==> config.mk <==
export PLATFORM = sky130hd
export DESIGN_NAME = cbw_bus_if
export DESIGN_NICKNAME = d
export VERILOG_FILES = /design/src/shared/cbw_pkg.sv /design/src/rtl/cbw_bus_if.sv /design/src/rtl/cbw_wr_lanes.sv /design/src/rtl/cbw_rd_lanes.sv
export SDC_FILE = /design/constraint.sdc
export NUM_CORES = 1
export LEC_CHECK = 0
export ABC_AREA = 1
export BUFFER_PORTS_ARGS = -buffer_cell sky130_fd_sc_hd__clkbuf_2
export CORE_MARGIN = 2
export CORE_UTILIZATION = 40
export DETAILED_ROUTE_END_ITERATION = 10
export GPL_ROUTABILITY_DRIVEN = 0
export PLACE_DENSITY_LB_ADDON = 0.08
export SLEW_MARGIN = 20
export SYNTH_ARGS = -nofsm -noshare
export SYNTH_HDL_FRONTEND = slang
export SYNTH_SLANG_ARGS = --single-unit
==> constraint.sdc <==
create_clock -name sys_clk -period 7 [get_ports sys_clk]
set_input_delay 0.7 -clock sys_clk [delete_from_list [all_inputs] [get_ports sys_clk]]
set_output_delay 0.7 -clock sys_clk [all_outputs]
set_load 0.01 [all_outputs]
==> src/shared/cbw_pkg.sv <==
// Constants and types for the processor-side bus wait and lane logic
package cbw_pkg;
    // Transfer size codes
    localparam logic [1:0] CBW_SIZE_BYTE = 2'h0;
    localparam logic [1:0] CBW_SIZE_HALF = 2'h1;
    localparam logic [1:0] CBW_SIZE_WORD = 2'h2;
    // Data cycle type codes as {request_n, sequential}
    localparam logic [1:0] CBW_CYC_NSEQ  = 2'h0;
    localparam logic [1:0] CBW_CYC_SEQ   = 2'h1;
    localparam logic [1:0] CBW_CYC_INT   = 2'h2;
    localparam logic [1:0] CBW_CYC_COP   = 2'h3;
    // Reset values
    localparam logic [31:0] CBW_ADDR_RST = 32'h0000_0000;
    localparam logic [31:0] CBW_DATA_RST = 32'h0000_0000;
    // Data phase tracking
    typedef enum logic [1:0] {CBW_IDLE, CBW_ADDR, CBW_DATA} cbw_phase_t;
endpackage

==> src/rtl/cbw_bus_if.sv <==
// Processor-side memory bus interface: lanes, waits and request withdrawal
//
// Functional notes
// - Endian affects only halfword and byte transfers
// - Halfword store duplicated on both halves
// - Byte store copied onto all lanes
// - Read lane from endian, size, address
// - Unused read lanes are ignored
// - Bus cycle completes on enabled edge
// - Extension only in whole clock periods
// - Low enable stalls both buses together
// - Request leads data by one bus cycle
// - Next address may show during wait
// - Pending request may change while waiting
// - Committed access never altered or withdrawn
// - Alteration only during waited extension
// - Alteration drops request flags only; address, direction and size held
// - Cycle type: N, S, internal, coprocessor
// - Data exchanged at end of next cycle
`timescale 1ns/10ps
module cbw_bus_if
    import cbw_pkg::*;
(
    input  wire logic        sys_clk,
    input  wire logic        sys_rst,
    input  wire logic        bus_cycle_enable,
    input  wire logic        endian_select,
    // Core-side instruction request
    input  wire logic        core_ireq,
    input  wire logic        core_instr_sequential,
    input  wire logic [31:0] core_iaddr,
    // Core-side data request
    input  wire logic        core_dreq,
    input  wire logic        core_data_sequential,
    input  wire logic        core_dcop,
    input  wire logic        core_dwrite,
    input  wire logic [1:0]  core_dsize,
    input  wire logic        core_data_burst_lookahead,
    input  wire logic        core_dspec,
    input  wire logic [31:0] core_daddr,
    input  wire logic [31:0] core_wdata,
    // Core asks to drop its next uncommitted request
    input  wire logic        core_withdraw,
    output logic             core_accept,
    output logic [31:0]      core_rdata,
    output logic             core_rvalid,
    // Memory side
    output logic [31:0]      instr_address,
    output logic             instr_request_n,
    output logic             instr_sequential,
    output logic [31:0]      data_address,
    output logic             data_request_n,
    output logic             data_sequential,
    output logic             data_burst_lookahead,
    output logic             data_speculative_n,
    output logic             data_write,
    output logic [1:0]       data_size,
    output logic [31:0]      wdata,
    input  wire logic [31:0] rdata
);
    // Uncommitted request registers, presented to memory
    logic [31:0] iaddr_reg;
    logic        ireq_n_reg;
    logic        instr_sequential_reg;
    logic [31:0] daddr_reg;
    logic        dreq_n_reg;
    logic        data_sequential_reg;
    logic        data_burst_lookahead_reg;
    logic        dspec_n_reg;
    logic        dwrite_reg;
    logic [1:0]  dsize_reg;
    logic [31:0] dwdata_reg;
    // Committed data phase
    cbw_phase_t  phase_reg;
    logic        ph_write_reg;
    logic [1:0]  ph_size_reg;
    logic [1:0]  ph_addr_reg;
    logic [31:0] wdata_reg;
    logic [31:0] rdata_reg;
    logic        rvalid_reg;
    logic        waited_reg;
    logic [31:0] rep_wdata;
    logic [31:0] sel_rdata;
    logic [1:0]  core_cyc;
    logic        data_xfer;

    // Cycle type from request and coprocessor flag
    always_comb begin
        if (core_dcop)
            core_cyc = CBW_CYC_COP;
        else if (!core_dreq)
            core_cyc = CBW_CYC_INT;
        else if (core_data_sequential)
            core_cyc = CBW_CYC_SEQ;
        else
            core_cyc = CBW_CYC_NSEQ;
    end

    // New requests load only on enabled edges; one enable gates both buses
    assign core_accept = bus_cycle_enable;

    // Committed phase moves a data beat only for N and S cycles
    assign data_xfer = (phase_reg == CBW_DATA);

    cbw_wr_lanes u_wr (
        .size     (core_dsize),
        .data_in  (core_wdata),
        .data_out (rep_wdata)
    );

    cbw_rd_lanes u_rd (
        .size          (ph_size_reg),
        .addr_lo       (ph_addr_reg),
        .endian_select (endian_select),
        .rdata         (rdata),
        .data_out      (sel_rdata)
    );

    // Tracks whether the current bus cycle has been stretched by a low enable
    always_ff @(posedge sys_clk or posedge sys_rst) begin
        if (sys_rst) begin
            waited_reg <= 1'b0;
        end else begin
            waited_reg <= !bus_cycle_enable;
        end
    end

    // Request outputs: loaded on enabled edges; during a wait the pending
    // request may only be dropped, since the next edge-with-enable commits it
    always_ff @(posedge sys_clk or posedge sys_rst) begin
        if (sys_rst) begin
            iaddr_reg   <= CBW_ADDR_RST;
            ireq_n_reg  <= 1'b1;
            instr_sequential_reg    <= 1'b0;
            daddr_reg   <= CBW_ADDR_RST;
            dreq_n_reg  <= 1'b1;
            data_sequential_reg    <= 1'b0;
            data_burst_lookahead_reg   <= 1'b0;
            dspec_n_reg <= 1'b1;
            dwrite_reg  <= 1'b0;
            dsize_reg   <= CBW_SIZE_WORD;
            dwdata_reg  <= CBW_DATA_RST;
        end else if (bus_cycle_enable) begin
            // Next access broadcast a bus cycle ahead of its data
            iaddr_reg   <= core_iaddr;
            ireq_n_reg  <= !core_ireq;
            instr_sequential_reg    <= core_instr_sequential;
            daddr_reg   <= core_daddr;
            {dreq_n_reg, data_sequential_reg} <= core_cyc;
            data_burst_lookahead_reg   <= core_data_burst_lookahead & core_dreq & !core_dcop;
            dspec_n_reg <= !core_dspec;
            dwrite_reg  <= core_dwrite;
            dsize_reg   <= core_dsize;
            dwdata_reg  <= rep_wdata;
        end else if (core_withdraw) begin
            // Uncommitted request dropped during the waited extension
            ireq_n_reg  <= 1'b1;
            instr_sequential_reg    <= 1'b0;
            dreq_n_reg  <= 1'b1;
            data_sequential_reg    <= 1'b0;
            data_burst_lookahead_reg   <= 1'b0;
            dspec_n_reg <= 1'b1;
        end
    end

    // Committed access captured into the data phase; never changed afterward
    always_ff @(posedge sys_clk or posedge sys_rst) begin
        if (sys_rst) begin
            phase_reg    <= CBW_IDLE;
            ph_write_reg <= 1'b0;
            ph_size_reg  <= CBW_SIZE_WORD;
            ph_addr_reg  <= 2'h0;
            wdata_reg    <= CBW_DATA_RST;
        end else if (bus_cycle_enable) begin
            // Sampled request commits; the controller acts only on N and S
            if (!dreq_n_reg) begin
                phase_reg    <= CBW_DATA;
                ph_write_reg <= dwrite_reg;
                ph_size_reg  <= dsize_reg;
                ph_addr_reg  <= daddr_reg[1:0];
                wdata_reg    <= dwdata_reg;
            end else begin
                phase_reg    <= CBW_IDLE;
            end
        end
    end

    // Read beat captured at the enabled edge that ends the data cycle
    always_ff @(posedge sys_clk or posedge sys_rst) begin
        if (sys_rst) begin
            rdata_reg  <= CBW_DATA_RST;
            rvalid_reg <= 1'b0;
        end else begin
            rvalid_reg <= bus_cycle_enable & data_xfer & !ph_write_reg;
            if (bus_cycle_enable && data_xfer && !ph_write_reg)
                rdata_reg <= sel_rdata;
        end
    end

    assign instr_address        = iaddr_reg;
    assign instr_request_n      = ireq_n_reg;
    assign instr_sequential     = instr_sequential_reg;
    assign data_address         = daddr_reg;
    assign data_request_n       = dreq_n_reg;
    assign data_sequential      = data_sequential_reg;
    assign data_burst_lookahead = data_burst_lookahead_reg;
    assign data_speculative_n   = dspec_n_reg;
    assign data_write           = dwrite_reg;
    assign data_size            = dsize_reg;
    // Store data only changes on enabled edges, so it stays put through waits
    assign wdata                = wdata_reg;
    assign core_rdata           = rdata_reg;
    assign core_rvalid          = rvalid_reg;

    // A committed access reaches the data phase exactly as it was sampled
    a_commit_hold: assert property (@(posedge sys_clk) disable iff (sys_rst)
        bus_cycle_enable && !data_request_n |=>
        phase_reg == CBW_DATA && ph_addr_reg == $past(data_address[1:0]) &&
        ph_size_reg == $past(data_size) && ph_write_reg == $past(data_write))
        else $error("committed request altered");
    a_addr_wait: assert property (@(posedge sys_clk) disable iff (sys_rst)
        !$past(bus_cycle_enable) |-> $stable(data_address) && $stable(instr_address))
        else $error("address changed during wait");
    a_wdata_hold: assert property (@(posedge sys_clk) disable iff (sys_rst)
        !$past(bus_cycle_enable) |-> $stable(wdata))
        else $error("write data moved during wait");
    a_drop_only: assert property (@(posedge sys_clk) disable iff (sys_rst)
        !$past(bus_cycle_enable) && $changed(data_request_n) |-> data_request_n)
        else $error("request raised during wait");
    a_lookahead_req: assert property (@(posedge sys_clk) disable iff (sys_rst)
        data_burst_lookahead |-> !data_request_n)
        else $error("lookahead without request");
    a_data_phase: assert property (@(posedge sys_clk) disable iff (sys_rst)
        bus_cycle_enable && !data_request_n && !data_write ##1 bus_cycle_enable[*1] |->
        ##1 core_rvalid)
        else $error("read beat not returned next bus cycle");
    a_no_internal: assert property (@(posedge sys_clk) disable iff (sys_rst)
        bus_cycle_enable && data_request_n ##1 bus_cycle_enable |-> ##1 !core_rvalid)
        else $error("beat for internal cycle");
    a_rvalid_en: assert property (@(posedge sys_clk) disable iff (sys_rst)
        core_rvalid |-> $past(bus_cycle_enable))
        else $error("beat without enabled edge");

    // Waited clocks leave the committed data phase untouched, so stretching is whole periods
    a_phase_wait: assert property (@(posedge sys_clk) disable iff (sys_rst)
        waited_reg |-> $stable(phase_reg) && $stable(ph_addr_reg) &&
        $stable(ph_size_reg) && $stable(wdata_reg))
        else $error("data phase moved in a waited clock");

    // No read beat can complete on a waited clock
    a_wait_beat: assert property (@(posedge sys_clk) disable iff (sys_rst)
        waited_reg |-> !core_rvalid)
        else $error("beat after waited clock");

    // Instruction request may only be dropped while waiting
    a_instr_drop: assert property (@(posedge sys_clk) disable iff (sys_rst)
        !$past(bus_cycle_enable) && $changed(instr_request_n) |-> instr_request_n)
        else $error("instruction request raised during wait");

    // Sequential hint on the instruction side only falls during a wait
    a_instr_sequential_drop: assert property (@(posedge sys_clk) disable iff (sys_rst)
        !$past(bus_cycle_enable) && $changed(instr_sequential) |-> !instr_sequential)
        else $error("instruction sequential raised during wait");

    // Burst lookahead only falls during a wait
    a_more_drop: assert property (@(posedge sys_clk) disable iff (sys_rst)
        !$past(bus_cycle_enable) && $changed(data_burst_lookahead) |-> !data_burst_lookahead)
        else $error("lookahead raised during wait");

    // Speculative flag only returns to idle during a wait
    a_spec_drop: assert property (@(posedge sys_clk) disable iff (sys_rst)
        !$past(bus_cycle_enable) && $changed(data_speculative_n) |-> data_speculative_n)
        else $error("speculative flag raised during wait");

    // Direction and size are not part of what a wait may alter
    a_class_wait: assert property (@(posedge sys_clk) disable iff (sys_rst)
        !$past(bus_cycle_enable) |-> $stable(data_write) && $stable(data_size))
        else $error("access class changed during wait");

    // Coprocessor transfers are shown as type C
    a_cop_type: assert property (@(posedge sys_clk) disable iff (sys_rst)
        bus_cycle_enable && core_dcop |=> data_request_n && data_sequential)
        else $error("coprocessor cycle misencoded");

    // No request and no coprocessor flag gives an internal cycle
    a_int_type: assert property (@(posedge sys_clk) disable iff (sys_rst)
        bus_cycle_enable && !core_dreq && !core_dcop |=> data_request_n && !data_sequential)
        else $error("internal cycle misencoded");

    // A pending byte store already carries four equal lanes
    a_byte_copies: assert property (@(posedge sys_clk) disable iff (sys_rst)
        !data_request_n && data_write && data_size == CBW_SIZE_BYTE |->
        dwdata_reg == {4{dwdata_reg[7:0]}})
        else $error("byte store not replicated");

    // A pending halfword store carries equal halves
    a_half_copies: assert property (@(posedge sys_clk) disable iff (sys_rst)
        !data_request_n && data_write && data_size == CBW_SIZE_HALF |->
        dwdata_reg == {2{dwdata_reg[15:0]}})
        else $error("halfword store not replicated");

    // Read data only moves together with a read beat
    a_rdata_beat: assert property (@(posedge sys_clk) disable iff (sys_rst)
        $changed(core_rdata) |-> core_rvalid)
        else $error("read data moved without a beat");
endmodule

==> src/rtl/cbw_wr_lanes.sv <==
// Write data lane replication
`timescale 1ns/10ps
module cbw_wr_lanes
    import cbw_pkg::*;
(
    input  wire logic [1:0]  size,
    input  wire logic [31:0] data_in,
    output logic      [31:0] data_out
);
    // Narrow stores copied to every lane, so memory may pick any copy
    always_comb begin
        unique case (size)
            CBW_SIZE_BYTE: data_out = {4{data_in[7:0]}};
            CBW_SIZE_HALF: data_out = {2{data_in[15:0]}};
            default:       data_out = data_in;
        endcase
    end
endmodule

==> src/rtl/cbw_rd_lanes.sv <==
// Read data lane selection by endian, size and low address bits
`timescale 1ns/10ps
module cbw_rd_lanes
    import cbw_pkg::*;
(
    input  wire logic [1:0]  size,
    input  wire logic [1:0]  addr_lo,
    input  wire logic        endian_select,
    input  wire logic [31:0] rdata,
    output logic      [31:0] data_out
);
    logic [1:0] lane;
    // Big endian flips lane order; word reads ignore the setting
    always_comb begin
        lane = addr_lo ^ {2{endian_select}};
        unique case (size)
            CBW_SIZE_BYTE: data_out = {24'h0, rdata[8*lane +: 8]};
            CBW_SIZE_HALF: data_out = {16'h0, rdata[16*lane[1] +: 16]};
            default:       data_out = rdata;
        endcase
    end
endmodule

==> qor.tcl, run 1 <==
set qor(whs_ns) 0.401
set qor(worstSetupEndpointType) {flop}
set qor(fp.coreArea_um2) 18100
set qor(timing.critical_path.mode_cell) {sky130_fd_sc_hd__buf_4}
set qor(p_per_area_nw_per_um2) 299
set qor(number_of_remaining_drc_errors) 12
set qor(tritoncts_num_sinks) 176
set qor(die_area_um2) 19600
set qor(number_of_buffers_inserted_to_repair_setup_after_cts) 0
set qor(cts_inserted_buffers) 17
set qor(synth-seq-cells) 176
set qor(via_per_inst) 4.66
set qor(synth.yosys.warnings) 0
set qor(grt.overflow.total) 0
set qor(hold_path_class) {primary input to flop}
set qor(grt_start_max_net_pins) 110
set qor(cts.reportedPaths.clkPinSlew_ns) 0.07
set qor(vdd.ir_drop.worst_mv) 0.172
set qor(cts-root-to-sink-buffers) 2
set qor(route.top_layer_used) {met4}
set qor(outcome) {finished with violations}
set qor(path_class) {primary input to flop}
set qor(hold_viol) 0
set qor(met1Wirelength_um) 8570
set qor(tritoncts_clock_tree) {yes}
set qor(flow.area_growth_from_synthesis_pct) 27.7
set qor(number_of_cells_produced_by_synthesis) 883
set qor(via_count_of_the_first_global_routing_pass) 6145
set qor(antennaDiodeCount) 0
set qor(io_buffers) 281
set qor(die_h_um) 140
set qor(timing_max_transition_violations_final) 0
set qor(violations_in_the_final_reports) {DRC}
set qor(synth_largest_type_area_fraction) 0.577
set qor(nets_finish) 1287
set qor(hpwlAfterDp_um) 14000
set qor(max_cap_viol_count) 0
set qor(setup_total_negative_slack_ns) 0
set qor(finish.instance_area_um2) 9480
set qor(grt_util_all_layers) 0.204
set qor(clock_latency_ns) 0.43
set qor(cts-root-buf) {sky130_fd_sc_hd__clkbuf_16}
set qor(worst_clock_skew_ns) 0.00789
set qor(placed_area_um2) 8910
set qor(yosysUniqueCellTypes) 23
set qor(detailroute.wirelength.met2_um) 9390
set qor(drt-pass1-iter-count) 10
set qor(layout_cells_sized_above_1) 0.293
set qor(yosys-top-cells-area) {sky130_fd_sc_hd__dfrtp_1 (58%), sky130_fd_sc_hd__nand2_1 (18%), sky130_fd_sc_hd__nor2_1 (3.9%)}
set qor(cp_slowest_cell) {sky130_fd_sc_hd__buf_4}
set qor(number_of_vias_after_detailed_routing) 6458
set qor(num_rows) 49
set qor(worst_slew_pin_slew_ns) 0.982
set qor(grt_pass1_wl_um) 32000
set qor(max_stage_delay_ns) 0.64
set qor(io_pins) 282
set qor(worst_slew_margin) 0.343
set qor(fillCellCount) 1773
set qor(worst_ep_required_time_ns) 7.34
set qor(postSynthNetCount) 1026
set qor(avgRoutedWirePerCell_um) 14.3
set qor(mean_post_synth_cell_area_um2) 8.40
set qor(antenna_violation_net_count_after_detailed_routing) 0
set qor(met3_routed_length_um) 1440
set qor(number_of_buffers_added_to_fix_hold_violations_after_cts) 0
set qor(grt_antenna_before_repair) 0
set qor(initial_core_util) 0.410
set qor(setup_violations) 0
set qor(crit_chain) {buf_4 > inv_2 > buf_4 > or2_2 > buf_4 > nand2_1 > o21ai_0}
set qor(post_cts_resized) 0
set qor(synth_largest_area_cell) {sky130_fd_sc_hd__dfrtp_1}
set qor(die_w_um) 140
set qor(rsz_0062_raised_after_global_routing) {false}
set qor(post_synth_instance_area_um2) 7420
set qor(seq_area_frac_synth) 0.595
set qor(clock.fmax_mhz) 401
set qor(leakagePower_nw) 5.29
set qor(critPathLaunchType) {primary input}
set qor(totalWireLength_um) 19800
set qor(worstPathMaxFanout) 82
set qor(period_needed_ns) 2.49
set qor(total_number_of_h_tree_levels) 4
set qor(min_period_over_period) 0.356
set qor(first_iter_violations) 390
set qor(worst_ep_arrival_time_ns) 2.83
## through the flow
| step | setup WS, ns | power (mW) | std cells | utilization |
|---|---|---|---|---|
| 4_1_cts | 4.46 | 2.87 | 1386 | 0.524 |
| 5_1_grt | 4.25 | 3.00 | 1386 | 0.524 |
| 2_1_floorplan | 1.53 | 1.66 | 883 | - |
| 3_5_place_dp | 4.01 | 1.95 | 1354 | 0.493 |
| 6_report | 4.51 | 2.83 | 1386 | 0.524 |
| 3_3_place_gp | 4.08 | 1.95 | 1354 | 0.493 |
## worst max-delay path, delay by kind of cell
kind / cells / cell delay (ns)
simple gates: 2 / 0.35
compound gates: 1 / 0.10
buf+inv: 4 / 1.59
## logic make-up (layout without fill, tap and decap cells)
family	Yosys count	in the layout	share of synthesized area
AOI/OAI and AO/OA	137	137	0.102
DFF	176	176	0.595
and+or+nand+nor	455	455	0.236
buffers and inverters	115	389	0.0678
## layout by cell type (no fill, tap or decap), types with 4 or more instances in the layout
| master | Yosys | layout |
|---|---|---|
| sky130_fd_sc_hd__a21oi_2 | 8 | 8 |
| sky130_fd_sc_hd__a21oi_1 | 35 | 35 |
| sky130_fd_sc_hd__o31ai_1 | 8 | 8 |
| sky130_fd_sc_hd__buf_4 | 2 | 5 |
| sky130_fd_sc_hd__nand2_1 | 353 | 353 |
| sky130_fd_sc_hd__nor2_1 | 77 | 77 |
| sky130_fd_sc_hd__o21ai_0 | 50 | 50 |
| sky130_fd_sc_hd__o21ai_1 | 26 | 26 |
| sky130_fd_sc_hd__nand2_2 | 4 | 4 |
| sky130_fd_sc_hd__inv_1 | 68 | 67 |
| sky130_fd_sc_hd__clkinvlp_4 | 0 | 5 |
| sky130_fd_sc_hd__nand3_1 | 17 | 17 |
| sky130_fd_sc_hd__clkbuf_16 | 0 | 17 |
| sky130_fd_sc_hd__clkbuf_2 | 0 | 280 |
| sky130_fd_sc_hd__o22ai_1 | 8 | 8 |
| sky130_fd_sc_hd__dfstp_2 | 5 | 5 |
| sky130_fd_sc_hd__dfrtp_1 | 171 | 171 |
## routing by layer
metal  vias up  global-route usage
li1       3270                   -
met1      2973               0.270
met2       189               0.320
met3        26              0.0708
met4         0              0.0606
met5         -                   0
## final cells by class
type | instances | area, um2 | area share
clock buffer | 21 | 450 | 0.0475
clock inverter | 11 | 110 | 0.0116
inverter | 72 | 275 | 0.0291
multi-input combinational | 592 | 2500 | 0.264
sequential | 176 | 4410 | 0.465
tap | 229 | 287 | 0.0302
timing repair buffer | 285 | 1440 | 0.152
## worst paths after layout
kind	slack, ns	to	depth (start not counted)	startpoint
setup / recovery	4.51	wdata[1]$_DFFE_PP0P_	7	bus_cycle_enable
hold / removal	0.40	data_speculative_n$_DFFE_PP1P_	2	core_dspec
setup reg to reg	5.14	core_rdata[6]$_DFFE_PP0P_	5	ph_size_reg[1]$_DFFE_PP1P_
hold reg to reg	0.47	data_address[23]$_DFFE_PP0P_	2	data_address[23]$_DFFE_PP0P_
max in group asynchronous	5.06	wdata[8]$_DFFE_PP0P_	3	sys_rst
min in group asynchronous	0.49	instr_address[16]$_DFFE_PP0P_	2	sys_rst
## power by group
part	internal [mW]	total, mW	switching [mW]
Sequential	1.20	1.31	0.110
Clock	0.504	0.909	0.405
Combinational	0.243	0.616	0.373
## synth_stat cells
| library cell | instances |
|---|---|
| sky130_fd_sc_hd__nand2_1 | 353 |
| sky130_fd_sc_hd__dfrtp_1 | 171 |
| sky130_fd_sc_hd__nor2_1 | 77 |
| sky130_fd_sc_hd__inv_1 | 68 |
| sky130_fd_sc_hd__o21ai_0 | 50 |
| sky130_fd_sc_hd__a21oi_1 | 35 |
| sky130_fd_sc_hd__o21ai_1 | 26 |
| sky130_fd_sc_hd__clkbuf_1 | 20 |
| sky130_fd_sc_hd__nand3_1 | 17 |
| sky130_fd_sc_hd__buf_2 | 15 |
| sky130_fd_sc_hd__a21oi_2 | 8 |
| sky130_fd_sc_hd__o22ai_1 | 8 |
| sky130_fd_sc_hd__o31ai_1 | 8 |
| sky130_fd_sc_hd__buf_6 | 6 |
| sky130_fd_sc_hd__dfstp_2 | 5 |
| sky130_fd_sc_hd__nand2_2 | 4 |
| sky130_fd_sc_hd__inv_2 | 3 |
| sky130_fd_sc_hd__nor2_2 | 3 |
| sky130_fd_sc_hd__buf_4 | 2 |
| sky130_fd_sc_hd__a22o_1 | 1 |
| sky130_fd_sc_hd__a32o_1 | 1 |
| sky130_fd_sc_hd__clkinv_1 | 1 |
| sky130_fd_sc_hd__or2_1 | 1 |
Power figures use the tool's default switching activity.
==> run 2: changes to the inputs <==
==> constraint.sdc (replaced) <==
create_clock -name sys_clk -period 2.05 [get_ports sys_clk]
set_input_delay 0.205 -clock sys_clk [delete_from_list [all_inputs] [get_ports sys_clk]]
set_output_delay 0.205 -clock sys_clk [all_outputs]
set_load 0.01 [all_outputs]
==> qor.tcl, run 2 (synthesized netlist as in run 1, its figures left out) <==
set qor(outcome) {finished with violations}
set qor(violations_in_the_final_reports) {DRC}
set qor(worst_clock_skew_ns) 0.00667
set qor(antennaDiodeCount) 0
set qor(grt_antenna_before_repair) 0
set qor(layout_cells_sized_above_1) 0.282
set qor(path_buf_inv) 1
set qor(die_area_um2) 19600
set qor(critical_path_stages) 5
set qor(timing_max_transition_violations_final) 0
set qor(power_switching_share) 0.307
set qor(placed_area_um2) 9040
set qor(reg2regPathDepth) 5
set qor(critPathLaunchType) {flop}
set qor(hold_viol) 0
set qor(clock_latency_ns) 0.42
set qor(worst_ep_required_time_ns) 2.39
set qor(rsz_0062_raised_after_global_routing) {false}
set qor(met3_track_demand_over_resource) 0.0523
set qor(grt.overflow.total) 0
set qor(avgRoutedWirePerCell_um) 14.1
set qor(cts.reportedPaths.clkPinSlew_ns) 0.07
set qor(cts_inserted_buffers) 17
set qor(worstSetupStartpoint) {ph_write_reg$_DFFE_PP0P_}
set qor(num_rows) 49
set qor(crit_chain) {nor2_2 > nand2_2 > inv_2 > nor2_1 > a21oi_1}
set qor(timing.hold.worst.start) {rdata[21]}
set qor(nets_finish) 1364
set qor(grt_util_met1) 0.292
set qor(fp.coreArea_um2) 18100
set qor(die_h_um) 140
set qor(leakagePower_nw) 5.67
set qor(initial_core_util) 0.410
set qor(worst_slew_pin_slew_ns) 0.598
set qor(flow.area_growth_from_synthesis_pct) 39.3
set qor(grt_start_max_net_pins) 118
set qor(path_class) {flop to flop}
set qor(worst_ep_arrival_time_ns) 1.90
set qor(post-route-util) 0.571
set qor(fillCellCount) 1683
set qor(cts-root-buf) {sky130_fd_sc_hd__clkbuf_16}
set qor(use_met2) 0.333
set qor(hold_path_class) {primary input to flop}
set qor(max_cap_viol_count) 0
set qor(via_per_inst) 4.56
set qor(p_sw_mw) 3.09
set qor(worst_slew_margin) 0.600
set qor(drt-pass1-iter-count) 8
set qor(finish.instance_area_um2) 10300
set qor(worstPathMaxFanout) 23
set qor(worstSetupEndpoint) {core_rdata[8]$_DFFE_PP0P_}
set qor(share_clk_of_total_power) 0.334
set qor(place.detailed.instances) 1362
set qor(die_w_um) 140
set qor(hpwlAfterDp_um) 14100
set qor(io_buffers) 281
set qor(via_count_of_the_first_global_routing_pass) 6488
set qor(worstSetupEndpointType) {flop}
set qor(p_per_area_nw_per_um2) 976
set qor(period_needed_ns) 1.56
set qor(comb_power_share) 0.226
set qor(vdd.ir_drop.worst_mv) 0.611
set qor(area.sequential_um2) 4410
set qor(total_number_of_h_tree_levels) 4
set qor(cts-root-to-sink-buffers) 2
set qor(most_common_library_cell_in_the_layout_ignoring_fill_and_taps) {sky130_fd_sc_hd__nand2_1}
set qor(grt-busiest-layer) {met2}
set qor(regToRegStartpoint) {ph_write_reg$_DFFE_PP0P_}
set qor(cp_slowest_cell) {sky130_fd_sc_hd__inv_2}
set qor(antenna_violation_net_count_after_detailed_routing) 0
set qor(max_stage_delay_ns) 0.41
set qor(number_of_remaining_drc_errors) 14
set qor(clock.fmax_mhz) 642
set qor(number_of_buffers_inserted_to_repair_setup_after_cts) 0
set qor(grt_util_all_layers) 0.212
set qor(setup_violations) 0
set qor(regToRegEndpoint) {core_rdata[8]$_DFFE_PP0P_}
set qor(number_of_vias_after_detailed_routing) 6678
set qor(final_cell_mix) {sky130_fd_sc_hd__nand2_1 (353), sky130_fd_sc_hd__clkbuf_2 (280), sky130_fd_sc_hd__dfrtp_1 (171)}
set qor(io_pins) 282
set qor(grt_pass1_wl_um) 33300
set qor(min_period_over_period) 0.759
set qor(tritoncts_clock_tree) {yes}
set qor(area_of_combinational_cells_with_multiple_inputs_um2) 2500
set qor(first_iter_violations) 420
set qor(critPathTopFamily) {simple AND/OR/NAND/NOR gates}
set qor(fraction_of_power_consumed_by_sequential_logic) 0.440
set qor(totalWireLength_um) 20600
set qor(tritoncts_num_sinks) 176
set qor(r2r_setup_slk_ns) 0.49
set qor(internal_power_mw) 6.99
set qor(number_of_cells_in_the_finished_layout_apart_from_fillers) 1463
## run 2: worst min-delay path by stage
stage	endpoint	slack, ns	depth (start not counted)
finish	core_rdata[21]$_DFFE_PP0P_	0.02	3
global route	core_rdata[21]$_DFFE_PP0P_	0.02	3
CTS	core_rdata[21]$_DFFE_PP0P_	0.009	3
detailed placement	data_speculative_n$_DFFE_PP1P_	0.36	2
global placement	instr_request_n$_DFFE_PP1P_	0.35	2
floorplan	data_speculative_n$_DFFE_PP1P_	0.26	1
## run 2: layout make-up
cell class	instances	share of cell area
Timing Repair Buffer	362	0.218
Inverter	72	0.0265
Clock buffer	20	0.0432
Sequential cell	176	0.427
Tap cell	229	0.0277
Clock inverter	12	0.0155
Multi-Input combinational cell	592	0.242
## run 2: metal layers
metal,share of wire,vias to the layer above
met2,0.46,205
met1,0.46,3027
met5,0,-
met4,0.018,0
li1,-,3417
met3,0.062,29
## run 2: tightest hold or removal path: stages
cell,delay [ns]
sky130_fd_sc_hd__clkbuf_2,0.08
sky130_fd_sc_hd__inv_1,0.06
sky130_fd_sc_hd__o31ai_1,0.07
## run 2: timing repair
action                                  4_1_cts  5_1_grt
endpoints found under the setup margin        0        0
endpoints found under the hold margin       147        0
hold buffers                                 69        0
resized for setup                             0        0
## run 2: power groups by stage
stage | clock [mW] | sequential [mW] | combinational, mW
global placement | 0 | 4.50 | 2.18
detailed placement | 0 | 4.49 | 2.21
floorplan | 0 | 4.69 | 0.971
global route | 3.59 | 4.51 | 2.57
finish | 3.37 | 4.43 | 2.28
CTS | 3.45 | 4.44 | 2.32
## run 2: metrics by stage
step           setup WS (ns)  hold WS, ns  setup TNS, ns  total power [mW]
2_1_floorplan         -0.404        0.260         -69.01              5.66
3_3_place_gp           0.517        0.348              0              6.68
3_5_place_dp           0.474        0.356              0              6.70
4_1_cts                0.504      0.00937              0              10.2
5_1_grt                0.304       0.0189              0              10.7
6_report               0.493       0.0249              0              10.1
